`config.mk`:
```
export PLATFORM = sky130hd
export DESIGN_NAME = interrupt_stack_sequencer
export DESIGN_NICKNAME = d
export VERILOG_FILES = /design/src/iss_pkg.sv /design/src/interrupt_stack_sequencer.sv /design/src/iss_flag_bank.sv
export VERILOG_INCLUDE_DIRS = /design/src
export SDC_FILE = /design/constraint.sdc
export NUM_CORES = 1
export LEC_CHECK = 0
export BUFFER_PORTS_ARGS = -buffer_cell sky130_fd_sc_hd__buf_2
export CORE_UTILIZATION = 59
export CTS_CLUSTER_SIZE = 40
export DETAILED_ROUTE_END_ITERATION = 16
export HOLD_SLACK_MARGIN = 0.12
export PLACE_DENSITY = 0.8
export SLEW_MARGIN = 10
export SYNTH_ARGS = -nofsm -noshare
export SYNTH_HDL_FRONTEND = slang
export SYNTH_SLANG_ARGS = --single-unit
```
`constraint.sdc`:
```
create_clock -name ref_clk -period 4.45 [get_ports ref_clk]
set_input_delay 0.2225 -clock ref_clk [delete_from_list [all_inputs] [get_ports ref_clk]]
set_output_delay 0.2225 -clock ref_clk [all_outputs]
set_load 0.05 [all_outputs]
```
`src/iss_regs.svh`:
```
// Offsets, field positions, reset values and cycle counts of the interrupt and stack sequencer.
// Assumes it is included by its bare name from files that need these constants.
`ifndef ISS_REGS_SVH
`define ISS_REGS_SVH

// ============================================================
// I/O space offsets
`define ISS_OFF_SPL       6'h3d
`define ISS_OFF_SPH       6'h3e
`define ISS_OFF_STATUS_REGISTER      6'h3f

// ============================================================
// Fields and reset values
`define ISS_GIE_BIT       7
`define ISS_STATUS_REGISTER_RST      8'h00
`define ISS_PTR_BASE      5'h1a

// ============================================================
// Timing in ref_clk cycles
`define ISS_ENTRY_CYC     4
`define ISS_SLEEP_EXTRA   4
`define ISS_RETURN_CYC    4

`endif

```
`src/iss_pkg.sv`:
```
// Types shared by the interrupt and stack sequencer files.
// Assumes nothing beyond a SystemVerilog compiler.
package iss_pkg;

	// ============================================================
	// Instruction completion codes from the instruction sequencer
	typedef enum logic [2:0] {
		ISS_OP_NONE = 3'h0,
		ISS_OP_PUSH = 3'h1,
		ISS_OP_POP  = 3'h2,
		ISS_OP_CALL = 3'h3,
		ISS_OP_RET  = 3'h4,
		ISS_OP_RETURN_FROM_HANDLER = 3'h5,
		ISS_OP_SEI  = 3'h6,
		ISS_OP_CLI  = 3'h7
	} iss_op_e;

	// ============================================================
	// Sequencer states, one-hot
	typedef enum logic [2:0] {
		ISS_ST_RUN   = 3'b001,
		ISS_ST_ENTRY = 3'b010,
		ISS_ST_RET   = 3'b100
	} iss_state_e;

	// ============================================================
	// Pointer addressing modes
	typedef enum logic [1:0] {
		ISS_PM_PLAIN = 2'h0,
		ISS_PM_POSTINC = 2'h1,
		ISS_PM_PREDEC = 2'h2,
		ISS_PM_DISP = 2'h3
	} iss_pmode_e;

endpackage : iss_pkg

```
`src/interrupt_stack_sequencer.sv`:
```
// Interrupt acceptance, entry and return sequencing, stack top pointer and indirect pointers.
// Assumes op codes, events and register writes arrive on ref_clk from the core's own logic.
//
// Operation
// - Stack grows downward; every push lowers the stack top pointer.
// - Data push lowers pointer by one; call or interrupt entry by two.
// - Data pop raises pointer by one; return or handler return by two.
// - Pointer is high and low I/O bytes, read-write, reset to top of RAM.
// - Core runs on the undivided selected clock, no internal divider.
// - Operands read, operated and written back within one clock cycle.
// - A source is taken only with own enable and global enable set.
// - Lowest vector wins among pending requests; request zero ranks first.
// - Accepting an interrupt clears the global enable.
// - Return from handler sets the global enable.
// - Vectoring clears the source flag; writing one also clears it.
// - Flag events while disabled are held until serviced or cleared.
// - Level sources request only while their condition is present.
// - After return one instruction runs before another interrupt.
// - Status register is never saved or restored automatically.
// - Disable instruction acts at once, blocking a same-cycle request.
// - After enable instruction the next instruction runs first.
// - Entry takes four cycles, pushing the program counter.
// - A multi-cycle instruction completes before entry begins.
// - Wake from sleep lengthens entry by four cycles.
// - Return takes four cycles, pops two bytes, sets global enable.
// - Top six registers form three 16-bit pointers with four modes.
// - Pairs 26/27, 28/29, 30/31, lower register is low byte.
// - Global enable is status bit 7.
`include "iss_regs.svh"

module interrupt_stack_sequencer
	import iss_pkg::*;
#(
	parameter int           N_FLAG   = 4,
	parameter int           N_LEVEL  = 2,
	parameter int           SP_W     = 16,
	parameter logic [15:0]  RAM_TOP  = 16'h02ff
) (
	input  wire logic                      ref_clk,
	input  wire logic                      arst_n,
	input  wire logic                      instr_done,
	input  wire logic [2:0]                instr_op,
	input  wire logic                      sleeping,
	input  wire logic [N_FLAG-1:0]         flag_evt,
	input  wire logic [N_FLAG-1:0]         flag_w1c,
	input  wire logic [N_LEVEL-1:0]        level_req,
	input  wire logic [N_FLAG+N_LEVEL-1:0] src_en,
	input  wire logic                      alu_we,
	input  wire logic [6:0]                alu_flags,
	input  wire logic [5:0]                io_addr,
	input  wire logic                      io_wr,
	input  wire logic                      io_rd,
	input  wire logic [7:0]                io_wdata,
	input  wire logic                      gpr_wr,
	input  wire logic [4:0]                gpr_idx,
	input  wire logic [7:0]                gpr_wdata,
	input  wire logic                      ptr_use,
	input  wire logic [1:0]                ptr_sel,
	input  wire logic [1:0]                ptr_mode,
	input  wire logic [5:0]                ptr_disp,
	output logic      [7:0]                io_rdata_q,
	output logic      [SP_W-1:0]           sp_q,
	output logic      [7:0]                status_register_q,
	output logic                           core_hold_q,
	output logic                           vec_go_q,
	output logic      [7:0]                vec_idx_q,
	output logic                           ret_done_q,
	output logic      [15:0]               ptr_addr_q
);

	localparam int N_SRC = N_FLAG + N_LEVEL;

	if (SP_W != 8 && SP_W != 16) begin : g_bad_sp
		$error("stack pointer width must be 8 or 16");
	end
	if (N_SRC > 255 || N_LEVEL < 1) begin : g_bad_src
		$error("unsupported source count");
	end

	// ============================================================
	// Request gathering and priority
	function automatic logic [7:0] first_set(input logic [N_SRC-1:0] v);
		logic [7:0] idx;
		idx = 8'h00;
		for (int i = N_SRC - 1; i >= 0; i--) begin
			if (v[i]) begin
				idx = 8'(i);
			end
		end
		return idx;
	endfunction : first_set

	logic [N_FLAG-1:0] flag_q;
	logic [N_FLAG-1:0] flag_ack;
	logic [N_SRC-1:0]  req;
	logic [7:0]        win_idx;
	logic              gie;
	logic              take;
	iss_state_e        st_q;
	logic [3:0]        cnt_q;
	iss_op_e           op;

	assign op = iss_op_e'(instr_op);
	assign gie = status_register_q[`ISS_GIE_BIT];
	assign req = {level_req, flag_q} & src_en;
	assign win_idx = first_set(req);
	// Boundaries only; the enable instruction's own boundary sees the old clear bit.
	assign take = instr_done && (st_q == ISS_ST_RUN) && gie && (|req)
		&& (op != ISS_OP_CLI) && (op != ISS_OP_RETURN_FROM_HANDLER);

	for (genvar i = 0; i < N_FLAG; i++) begin : g_ack
		assign flag_ack[i] = take && (win_idx == 8'(i));
	end

	iss_flag_bank #(
		.N_FLAG (N_FLAG)
	) u_flags (
		.ref_clk (ref_clk),
		.arst_n  (arst_n),
		.evt_set (flag_evt),
		.sw_clr  (flag_w1c),
		.hw_ack  (flag_ack),
		.flag_q  (flag_q)
	);

	// ============================================================
	// Entry and return sequencer; all timing is on the undivided ref_clk.
	logic seq_end;
	assign seq_end = (st_q != ISS_ST_RUN) && (cnt_q == 4'h1);

	always_ff @(posedge ref_clk or negedge arst_n) begin
		if (!arst_n) begin
			st_q <= ISS_ST_RUN;
			cnt_q <= 4'h0;
		end else begin
			case (st_q)
				ISS_ST_RUN: begin
					if (take) begin
						st_q <= ISS_ST_ENTRY;
						cnt_q <= sleeping ? 4'(`ISS_ENTRY_CYC + `ISS_SLEEP_EXTRA - 1)
							: 4'(`ISS_ENTRY_CYC - 1);
					end else if (instr_done && op == ISS_OP_RETURN_FROM_HANDLER) begin
						st_q <= ISS_ST_RET;
						cnt_q <= 4'(`ISS_RETURN_CYC - 1);
					end
				end
				ISS_ST_ENTRY, ISS_ST_RET: begin
					cnt_q <= cnt_q - 4'h1;
					if (seq_end) begin
						st_q <= ISS_ST_RUN;
					end
				end
				default: begin
					st_q <= ISS_ST_RUN;
					cnt_q <= 4'h0;
				end
			endcase
		end
	end

	always_ff @(posedge ref_clk or negedge arst_n) begin
		if (!arst_n) begin
			core_hold_q <= 1'b0;
			vec_go_q <= 1'b0;
			vec_idx_q <= 8'h00;
			ret_done_q <= 1'b0;
		end else begin
			core_hold_q <= (take || (instr_done && op == ISS_OP_RETURN_FROM_HANDLER && st_q == ISS_ST_RUN)
				|| (st_q != ISS_ST_RUN)) && !seq_end;
			vec_go_q <= seq_end && (st_q == ISS_ST_ENTRY);
			ret_done_q <= seq_end && (st_q == ISS_ST_RET);
			if (take) begin
				vec_idx_q <= win_idx;
			end
		end
	end

	// ============================================================
	// Status register: only the global enable is touched by sequencing.
	always_ff @(posedge ref_clk or negedge arst_n) begin
		if (!arst_n) begin
			status_register_q <= `ISS_STATUS_REGISTER_RST;
		end else begin
			if (alu_we) begin
				status_register_q[6:0] <= alu_flags;
			end
			if (io_wr && io_addr == `ISS_OFF_STATUS_REGISTER) begin
				status_register_q <= io_wdata;
			end
			if (instr_done && st_q == ISS_ST_RUN && op == ISS_OP_SEI) begin
				status_register_q[`ISS_GIE_BIT] <= 1'b1;
			end
			if (instr_done && st_q == ISS_ST_RUN && op == ISS_OP_CLI) begin
				status_register_q[`ISS_GIE_BIT] <= 1'b0;
			end
			if (take) begin
				status_register_q[`ISS_GIE_BIT] <= 1'b0;
			end
			if (seq_end && st_q == ISS_ST_RET) begin
				status_register_q[`ISS_GIE_BIT] <= 1'b1;
			end
		end
	end

	// ============================================================
	// Stack top pointer
	logic [SP_W-1:0] sp_delta;
	always_comb begin
		sp_delta = '0;
		if (instr_done && st_q == ISS_ST_RUN) begin
			case (op)
				ISS_OP_PUSH: sp_delta = '1;
				ISS_OP_CALL: sp_delta = SP_W'(-2);
				ISS_OP_POP: sp_delta = SP_W'(1);
				ISS_OP_RET, ISS_OP_RETURN_FROM_HANDLER: sp_delta = SP_W'(2);
				default: sp_delta = '0;
			endcase
		end
		if (take) begin
			sp_delta = sp_delta - SP_W'(2);
		end
	end

	always_ff @(posedge ref_clk or negedge arst_n) begin
		if (!arst_n) begin
			sp_q <= RAM_TOP[SP_W-1:0];
		end else if (io_wr && io_addr == `ISS_OFF_SPL) begin
			sp_q[7:0] <= io_wdata;
		end else if (io_wr && io_addr == `ISS_OFF_SPH && SP_W > 8) begin
			sp_q[SP_W-1:SP_W-8] <= io_wdata;
		end else begin
			sp_q <= sp_q + sp_delta;
		end
	end

	always_ff @(posedge ref_clk or negedge arst_n) begin
		if (!arst_n) begin
			io_rdata_q <= 8'h00;
		end else if (io_rd) begin
			case (io_addr)
				`ISS_OFF_SPL: io_rdata_q <= sp_q[7:0];
				`ISS_OFF_SPH: io_rdata_q <= (SP_W > 8) ? sp_q[SP_W-1:SP_W-8] : 8'h00;
				`ISS_OFF_STATUS_REGISTER: io_rdata_q <= status_register_q;
				default: io_rdata_q <= 8'h00;
			endcase
		end
	end

	// ============================================================
	// Indirect pointers held in the top six registers
	logic [15:0] ptr_q [3];
	logic [1:0]  psel;
	assign psel = (ptr_sel > 2'h2) ? 2'h2 : ptr_sel;

	for (genvar p = 0; p < 3; p++) begin : g_ptr
		always_ff @(posedge ref_clk or negedge arst_n) begin
			if (!arst_n) begin
				ptr_q[p] <= 16'h0000;
			end else if (gpr_wr && (gpr_idx >> 1) == ((`ISS_PTR_BASE >> 1) + 5'(p))) begin
				if (gpr_idx[0]) begin
					ptr_q[p][15:8] <= gpr_wdata;
				end else begin
					ptr_q[p][7:0] <= gpr_wdata;
				end
			end else if (ptr_use && psel == 2'(p)) begin
				if (ptr_mode == ISS_PM_POSTINC) begin
					ptr_q[p] <= ptr_q[p] + 16'h0001;
				end else if (ptr_mode == ISS_PM_PREDEC) begin
					ptr_q[p] <= ptr_q[p] - 16'h0001;
				end
			end
		end
	end

	always_ff @(posedge ref_clk or negedge arst_n) begin
		if (!arst_n) begin
			ptr_addr_q <= 16'h0000;
		end else if (ptr_use) begin
			case (ptr_mode)
				ISS_PM_PREDEC: ptr_addr_q <= ptr_q[psel] - 16'h0001;
				ISS_PM_DISP: ptr_addr_q <= ptr_q[psel] + {10'h000, ptr_disp};
				default: ptr_addr_q <= ptr_q[psel];
			endcase
		end
	end

	// ============================================================
	// Checks
	property p_entry_time;
		@(posedge ref_clk) disable iff (!arst_n)
		(take && !sleeping) |=> !vec_go_q[*3] ##1 vec_go_q;
	endproperty
	a_entry_time: assert property (p_entry_time) else $error("entry not four cycles");

	property p_sleep_time;
		@(posedge ref_clk) disable iff (!arst_n)
		(take && sleeping) |=> !vec_go_q[*7] ##1 vec_go_q;
	endproperty
	a_sleep_time: assert property (p_sleep_time) else $error("wake entry not eight cycles");

	property p_gie_off;
		@(posedge ref_clk) disable iff (!arst_n)
		take |=> !status_register_q[7];
	endproperty
	a_gie_off: assert property (p_gie_off) else $error("enable not cleared on entry");

	property p_ret;
		@(posedge ref_clk) disable iff (!arst_n)
		(instr_done && op == ISS_OP_RETURN_FROM_HANDLER && st_q == ISS_ST_RUN && !io_wr)
			|=> (sp_q == $past(sp_q) + SP_W'(2)) ##3 ret_done_q && status_register_q[7];
	endproperty
	a_ret: assert property (p_ret) else $error("return sequence wrong");

	property p_cli;
		@(posedge ref_clk) disable iff (!arst_n)
		(instr_done && op == ISS_OP_CLI && st_q == ISS_ST_RUN)
			|=> !core_hold_q && !status_register_q[7];
	endproperty
	a_cli: assert property (p_cli) else $error("taken during disable");

	property p_push;
		@(posedge ref_clk) disable iff (!arst_n)
		(instr_done && op == ISS_OP_PUSH && st_q == ISS_ST_RUN && !take && !io_wr)
			|=> sp_q == $past(sp_q) - SP_W'(1);
	endproperty
	a_push: assert property (p_push) else $error("push did not lower pointer");

	property p_prio;
		@(posedge ref_clk) disable iff (!arst_n)
		(take && req[0] && !sleeping) |-> ##4 vec_go_q && vec_idx_q == 8'h00;
	endproperty
	a_prio: assert property (p_prio) else $error("request zero not first");

	property p_enable;
		@(posedge ref_clk) disable iff (!arst_n)
		(instr_done && st_q == ISS_ST_RUN && op != ISS_OP_RETURN_FROM_HANDLER && !status_register_q[7])
			|=> !core_hold_q;
	endproperty
	a_enable: assert property (p_enable) else $error("taken while disabled");

	property p_no_req;
		@(posedge ref_clk) disable iff (!arst_n)
		(instr_done && st_q == ISS_ST_RUN && op != ISS_OP_RETURN_FROM_HANDLER && !(|({level_req, flag_q} & src_en)))
			|=> !core_hold_q;
	endproperty
	a_no_req: assert property (p_no_req) else $error("taken without enabled request");

	property p_busy;
		@(posedge ref_clk) disable iff (!arst_n)
		(st_q != ISS_ST_RUN) |-> !take && core_hold_q;
	endproperty
	a_busy: assert property (p_busy) else $error("taken during sequence");

	c_take: cover property (@(posedge ref_clk) disable iff (!arst_n) take ##4 vec_go_q);
	c_ret: cover property (@(posedge ref_clk) disable iff (!arst_n) ret_done_q);
	c_sleep: cover property (@(posedge ref_clk) disable iff (!arst_n) take && sleeping);

endmodule : interrupt_stack_sequencer

```
`src/iss_flag_bank.sv`:
```
// Sticky pending flags of the latched-type interrupt sources.
// Assumes event, clear and acknowledge inputs come from logic on ref_clk.
module iss_flag_bank
	import iss_pkg::*;
#(
	parameter int N_FLAG = 4
) (
	input  wire logic              ref_clk,
	input  wire logic              arst_n,
	input  wire logic [N_FLAG-1:0] evt_set,
	input  wire logic [N_FLAG-1:0] sw_clr,
	input  wire logic [N_FLAG-1:0] hw_ack,
	output logic      [N_FLAG-1:0] flag_q
);

	if (N_FLAG < 1) begin : g_bad_count
		$error("iss_flag_bank needs at least one flag");
	end

	// ============================================================
	// One flag per source; a new event beats a clear in the same cycle.
	for (genvar i = 0; i < N_FLAG; i++) begin : g_flag
		always_ff @(posedge ref_clk or negedge arst_n) begin
			if (!arst_n) begin
				flag_q[i] <= 1'b0;
			end else if (evt_set[i]) begin
				flag_q[i] <= 1'b1;
			end else if (sw_clr[i] || hw_ack[i]) begin
				flag_q[i] <= 1'b0;
			end
		end
	end

	property p_flag_hold;
		@(posedge ref_clk) disable iff (!arst_n)
		(flag_q[0] && !sw_clr[0] && !hw_ack[0]) |=> flag_q[0];
	endproperty
	a_flag_hold: assert property (p_flag_hold) else $error("pending flag lost");

	property p_flag_set;
		@(posedge ref_clk) disable iff (!arst_n)
		evt_set[0] |=> flag_q[0];
	endproperty
	a_flag_set: assert property (p_flag_set) else $error("event did not set flag");

endmodule : iss_flag_bank

```
Yosys cells after proc, flatten, opt, wreduce, memory -nomap -nowiden
Index checks and enable logic that the tools add are counted.

Register bits after elaboration: 118. Output and inout port bits: 59. Logic and storage cells: 185.

Equality and inequality tests: 37. Muxes and demuxes: 54. Reductions and logical operators: 57. Magnitude comparators: 2. Add/subtract/negate cells: 11. Bitwise logic cells: 2.

Operators with widths (number): $mux 16 (16); $pmux 16 s4 (1); $sub 16x1->16 const B (4); $add 16x1->16 const B (3); $mux 8 (6); $bmux 16 s2 (1); $pmux 16 s2 (1); $mux 3 (10); $logic_and 1x1->1 (26); $pmux 8 s3 (1); $eq 6x6->1 const B (3); $reduce_and 3->1 (6); $add 16x16->16 (1); $add 16x6->16 (1); $eq 8x2->1 const B (2); $ne 2x2->1 const B (8); $reduce_bool 2->1 (8); $sub 16x2->16 const B (1); $eq 3x3->1 const B (5); $eq 4x4->1 const B (3); $mux 1 (12); $eq 3x2->1 const B (3); $ne 3x3->1 const B (3); $reduce_bool 3->1 (3); other kinds (24) (35).

Logic depth before layout (Yosys ltp)
Depth after elaboration: 12. Depth in mapped cells: 16.

Hierarchy
Synthesis repeated with hierarchy kept, for this count alone.

Cells, all modules: 1169. Area, all modules: 9434.0 um2.

Modules (own cells, without submodules): interrupt_stack_sequencer (instances 1, cells each 1157, area each 9288.9 um2); iss_flag_bank (instances 1, cells each 12, area each 145.1 um2).

Worst setup path before layout
Ideal clock, no wire load.

Path kind: register to register. Start point: register st_q[0]. End point: register sp_q[10]. Required time: 4327 ps. Stages on the path, launching flop included: 16. Buffers on the path: 1. Data arrival time: 3517 ps. Library setup time: 123 ps. Slack: 810 ps. Path through: dfstp_2 -> nor3b_2 -> and2_4 -> and3_4 -> buf_8 -> o21ai_4 -> mux2_4 -> inv_1 -> ha_1 -> a21oi_1 -> o21ai_1 -> a31o_2 -> a2111o_1 -> o311a_1 -> a31oi_1 -> nand2_1.

Cells in the longest elaborated chain, start to end: 9. Elaborated cells between the ends (all ways): 11.

Ends and longest elaborated chain: from (decl) (line interrupt_stack_sequencer.sv:99) `iss_state_e st_q;`; from (signal assigned) (line interrupt_stack_sequencer.sv:133) `st_q <= ISS_ST_RUN;`; from (signal assigned) (line interrupt_stack_sequencer.sv:139) `st_q <= ISS_ST_ENTRY;`; from (signal assigned) (line interrupt_stack_sequencer.sv:143) `st_q <= ISS_ST_RET;`; $eq 3x1->1 * (line interrupt_stack_sequencer.sv:108, interrupt_stack_sequencer.sv:210); $logic_and 1x1->1 * (line interrupt_stack_sequencer.sv:108, interrupt_stack_sequencer.sv:210); branches (longest 4 deep; another with $sub 16x2->16); $mux 16 * (line interrupt_stack_sequencer.sv:219) `if (take) begin`; $add 16x16->16 * (line interrupt_stack_sequencer.sv:232) `sp_q <= sp_q + sp_delta;`; $mux 8 * (line interrupt_stack_sequencer.sv:229) `` end else if (io_wr && io_addr == `ISS_OFF_SPH && SP_W > 8) begin ``; to (signal assigned) (line interrupt_stack_sequencer.sv:226) `sp_q <= RAM_TOP[SP_W-1:0];`; to (signal, indexed assignment) (line interrupt_stack_sequencer.sv:230) `sp_q[SP_W-1:SP_W-8] <= io_wdata;`; to (signal assigned) (line interrupt_stack_sequencer.sv:232); to (decl) (line interrupt_stack_sequencer.sv:62) `output logic [SP_W-1:0] sp_q,`.

Every way passes the cells marked *. A chain may end at the register's enable or synchronous reset.

Worst setup path in the final report
Start point: register st_q[0]. End point: register sp_q[12].

The elaborated chain is that of the path after synthesis.

==> flow_metrics.tcl <==
set metrics [dict create \
    gr-total-overflow 0 \
    status "completed" \
    cp_slowest_cell "dfstp_2" \
    synthCells 1126 \
    synth_top_area_share_pct 27.7 \
    hold_viol 0 \
    cts_buffers 17 \
    gp_congestion 0.976 \
    clockBufferDepth 2 \
    ctsResizeCount 0 \
    synth_area_leaders "dfrtp_1, ha_1, nand2_1, a21oi_1, nor2_1" \
    use_met2_pct 50.3 \
    port_buffers 125 \
    hpwlAfterDp_mm 18.5 \
    start_util_pct 60.8 \
    swShare_pct 46.3 \
    clock_skew_ns 0.00917 \
    post-synth-top-area-cell "dfrtp_1" \
    worstHoldEndpoint "status_register_q[6]" \
    reg2reg_slack_ns 0.40 \
    path_max_fanout 10 \
    p_sw_uw 3690 \
    cts_setup_buffers 0 \
    cp-end-kind "register" \
    syn_area_per_cell_um2 8.27 \
    root_buffer "clkbuf_16" \
    routed_via_density 6.05 \
    nFillCells 1274 \
    use_met1_pct 44.9 \
    reg2reg_to "sp_q[12]" \
    rsz0062_at_grt "false" \
    yosys.cell_types.count 75 \
    die_x_um 128 \
    antenna_found_initial 0 \
    cap_violations 0 \
    grt_max_degree 76 \
    core-area_um2 15300 \
    dieArea_um2 16300 \
    p_leak_uw 0.00502 \
    route.final.wire_length_mm 25.5 \
    worst_pin_slew_ns 0.996 \
    arrival_ns 4.38 \
    pwr-share-clk_pct 16.6 \
    final.setup.tns_ns 0 \
    met3_usage_pct 5.19 \
    finalSetupViolations 0 \
    drc_errors 0 \
    drt_iter0_markers 793 \
    drive_gt1_share_pct 16.6 \
    ios 131 \
    slew_headroom_pct 33.6 \
    min_path_cells 3 \
    grt_pass1_wl_mm 41.1 \
    synthFlopType "dfrtp_1" \
    final.period_utilization_pct 91.0 \
    reg2reg_from "st_q[0]" \
    num_vias 8951 \
    pwr-share-comb_pct 59.6 \
    start_kind "register" \
    clkSinkCount 113 \
    required_ns 4.77 \
    num_rows 45 \
    die_h_um 128 \
    postRouteAntennaNets 0 \
    antenna-diode-count 0 \
    grt_pass1_vias 8130 \
    period_needed_ns 4.05 \
    cp.buffers_inverters 1 \
    ir_drop_mv 0.360 \
    area_growth_pct 16.6 \
    cts_max_level 4 \
    criticalPathCategory "reg -> reg" \
    reg2regPathDepth 14 \
    ys_top_cells_by_count "nand2_1, nor2_1, dfrtp_1" \
    max_freq_mhz 247 \
    min_path_type "in -> reg" \
    clkTransAtPathRegs_ns 0.05 \
    synth-seq-cells 113 \
    grt.busiest_layer "met2" \
    ys_warn_count 0 \
    synth-edff-count 0 \
    tritoncts "done" \
    final_max_slew_viol_count 0 \
    hold_ws_ns 0.126 \
    drtPass1Iterations 7 \
    synthArstFlopShare_pct 100 \
    hold_buffers 23 \
    pwr-share-seq_pct 23.8 \
    worstSkewPairLatency_ns 0.42 \
    pwr_density_cell_nw_per_um2 734 \
    finalPower_uw 7970 \
    final_nets 1412 \
    fin_util_pct 70.9 \
    cp_cell_sequence "nor3b_2, and2_4, and3_4, o21ai_4, mux2_4, inv_1, ha_1, a21oi_1, o21ai_1, a31o_2, a21oi_1, mux2i_1, o21ai_0, a31oi_1" \
    worst_path_largest_cell_delay_ns 0.54 \
    netlist_area_um2 9310 \
    cpMostUsedCell "a21oi_1" \
    hp-start "alu_flags[6]" \
    synth.most_common_cell "nand2_1" \
    track_usage_pct 32.2 \
    crit_family "compound AO/OA/AOI/OAI gates" \
    intPower_uw 4280 \
    wl_per_cell_um 17.2 \
    yosysSeqAreaShare_pct 30.5 \
]
==> worst max path at each step <==
stage / startpoint / end / cells after the start / slack (ns)
finish: st_q[0] / sp_q[12] / 14 / 0.40
global route: st_q[0] / sp_q[12] / 14 / 0.14
CTS: st_q[0] / sp_q[12] / 14 / 0.47
detailed placement: st_q[0] / sp_q[12] / 14 / 0.56
global placement: st_q[0] / sp_q[10] / 14 / 0.66
floorplan: st_q[0] / sp_q[10] / 15 / 0.81
==> worst min-delay path, delay by kind of cell <==
kind / cells / cell delay, ns
AO/OA/AOI/OAI: 1 / 0.13
buffers and inverters: 1 / 0.08
multiplexers: 1 / 0.06
==> registers in the layout, indices dropped and copies added (netlist names), 4 cells and up <==
register           flops
cnt_q                  4
io_rdata_q             8
ptr_addr_q            16
ptr_q                 48
sp_q                  16
status_register_q      8
u_flags.flag_q         4
==> cell type report <==
| cell class | instances | area, um^2 | area share (%) |
|---|---|---|---|
| Clock buffer | 26 | 489 | 4.51 |
| Clock inverter | 6 | 80.1 | 0.737 |
| Sequential cell | 113 | 2840 | 26.2 |
| Timing Repair Buffer | 156 | 918 | 8.46 |
| Tap cell | 211 | 264 | 2.43 |
| Inverter | 36 | 135 | 1.24 |
| Multi-Input combinational cell | 931 | 6130 | 56.5 |
==> layout by cell type (no fill, tap or decap), drive strengths merged, types with 4 or more instances in the layout <==
cell | Yosys | final
nor2 | 119 | 119
xnor2 | 36 | 36
clkinv | 0 | 4
nor3 | 22 | 22
inv | 36 | 36
xor2 | 20 | 20
dfrtp | 103 | 103
nand2b | 14 | 14
a31o | 6 | 6
nor2b | 14 | 14
clkbuf | 36 | 26
o31ai | 4 | 4
dlygate4sd3 | 0 | 23
a31oi | 43 | 43
conb | 1 | 5
or3 | 15 | 15
o211ai | 7 | 7
o21bai | 10 | 10
nand3b | 11 | 11
o21ai | 77 | 77
a21oi | 97 | 97
dfstp | 10 | 10
mux2i | 31 | 31
nand3 | 28 | 28
ha | 80 | 80
a21o | 23 | 23
o22ai | 14 | 14
and2 | 7 | 7
a211oi | 9 | 9
buf | 14 | 133
fa | 5 | 5
o21a | 7 | 7
a22oi | 11 | 11
mux2 | 19 | 19
and3 | 12 | 12
a211o | 6 | 6
nand2 | 130 | 130
or2 | 6 | 6
==> kinds of logic after synthesis <==
group | share of synthesized area [%]
flip-flops | 30.5
AO/OA/AOI/OAI | 23.3
AND/OR/NAND/NOR | 19.6
buffers and inverters | 3.82
multiplexers | 5.67
other | 0.0403
adder cells (fa/ha/maj) | 11.8
XOR/XNOR | 5.27
==> metrics by stage <==
step / cell area (um^2) / setup slack, ns / instances
floorplan: 9330 / 0.810 / 1130
global placement: 10100 / 0.661 / 1424
detailed placement: 10100 / 0.563 / 1424
CTS: 10900 / 0.470 / 1479
global route: 10900 / 0.138 / 1479
finish: 10900 / 0.398 / 1479
==> power by group through the flow <==
| stage | Sequential (uW) | Clock [uW] | Combinational, uW |
|---|---|---|---|
| 2_1_floorplan | 2330 | 0 | 3200 |
| 3_3_place_gp | 1890 | 0 | 4540 |
| 3_5_place_dp | 1900 | 0 | 4620 |
| 4_1_cts | 1890 | 1330 | 4700 |
| 5_1_grt | 1940 | 1380 | 5260 |
| 6_report | 1900 | 1320 | 4750 |
==> per-layer routing <==
layer	wire, um	up-vias
met4	657	0
met3	1700	54
met2	11300	372
met1	11800	4178
met5	0	-
li1	-	4347
Power figures use the tool's default switching activity.
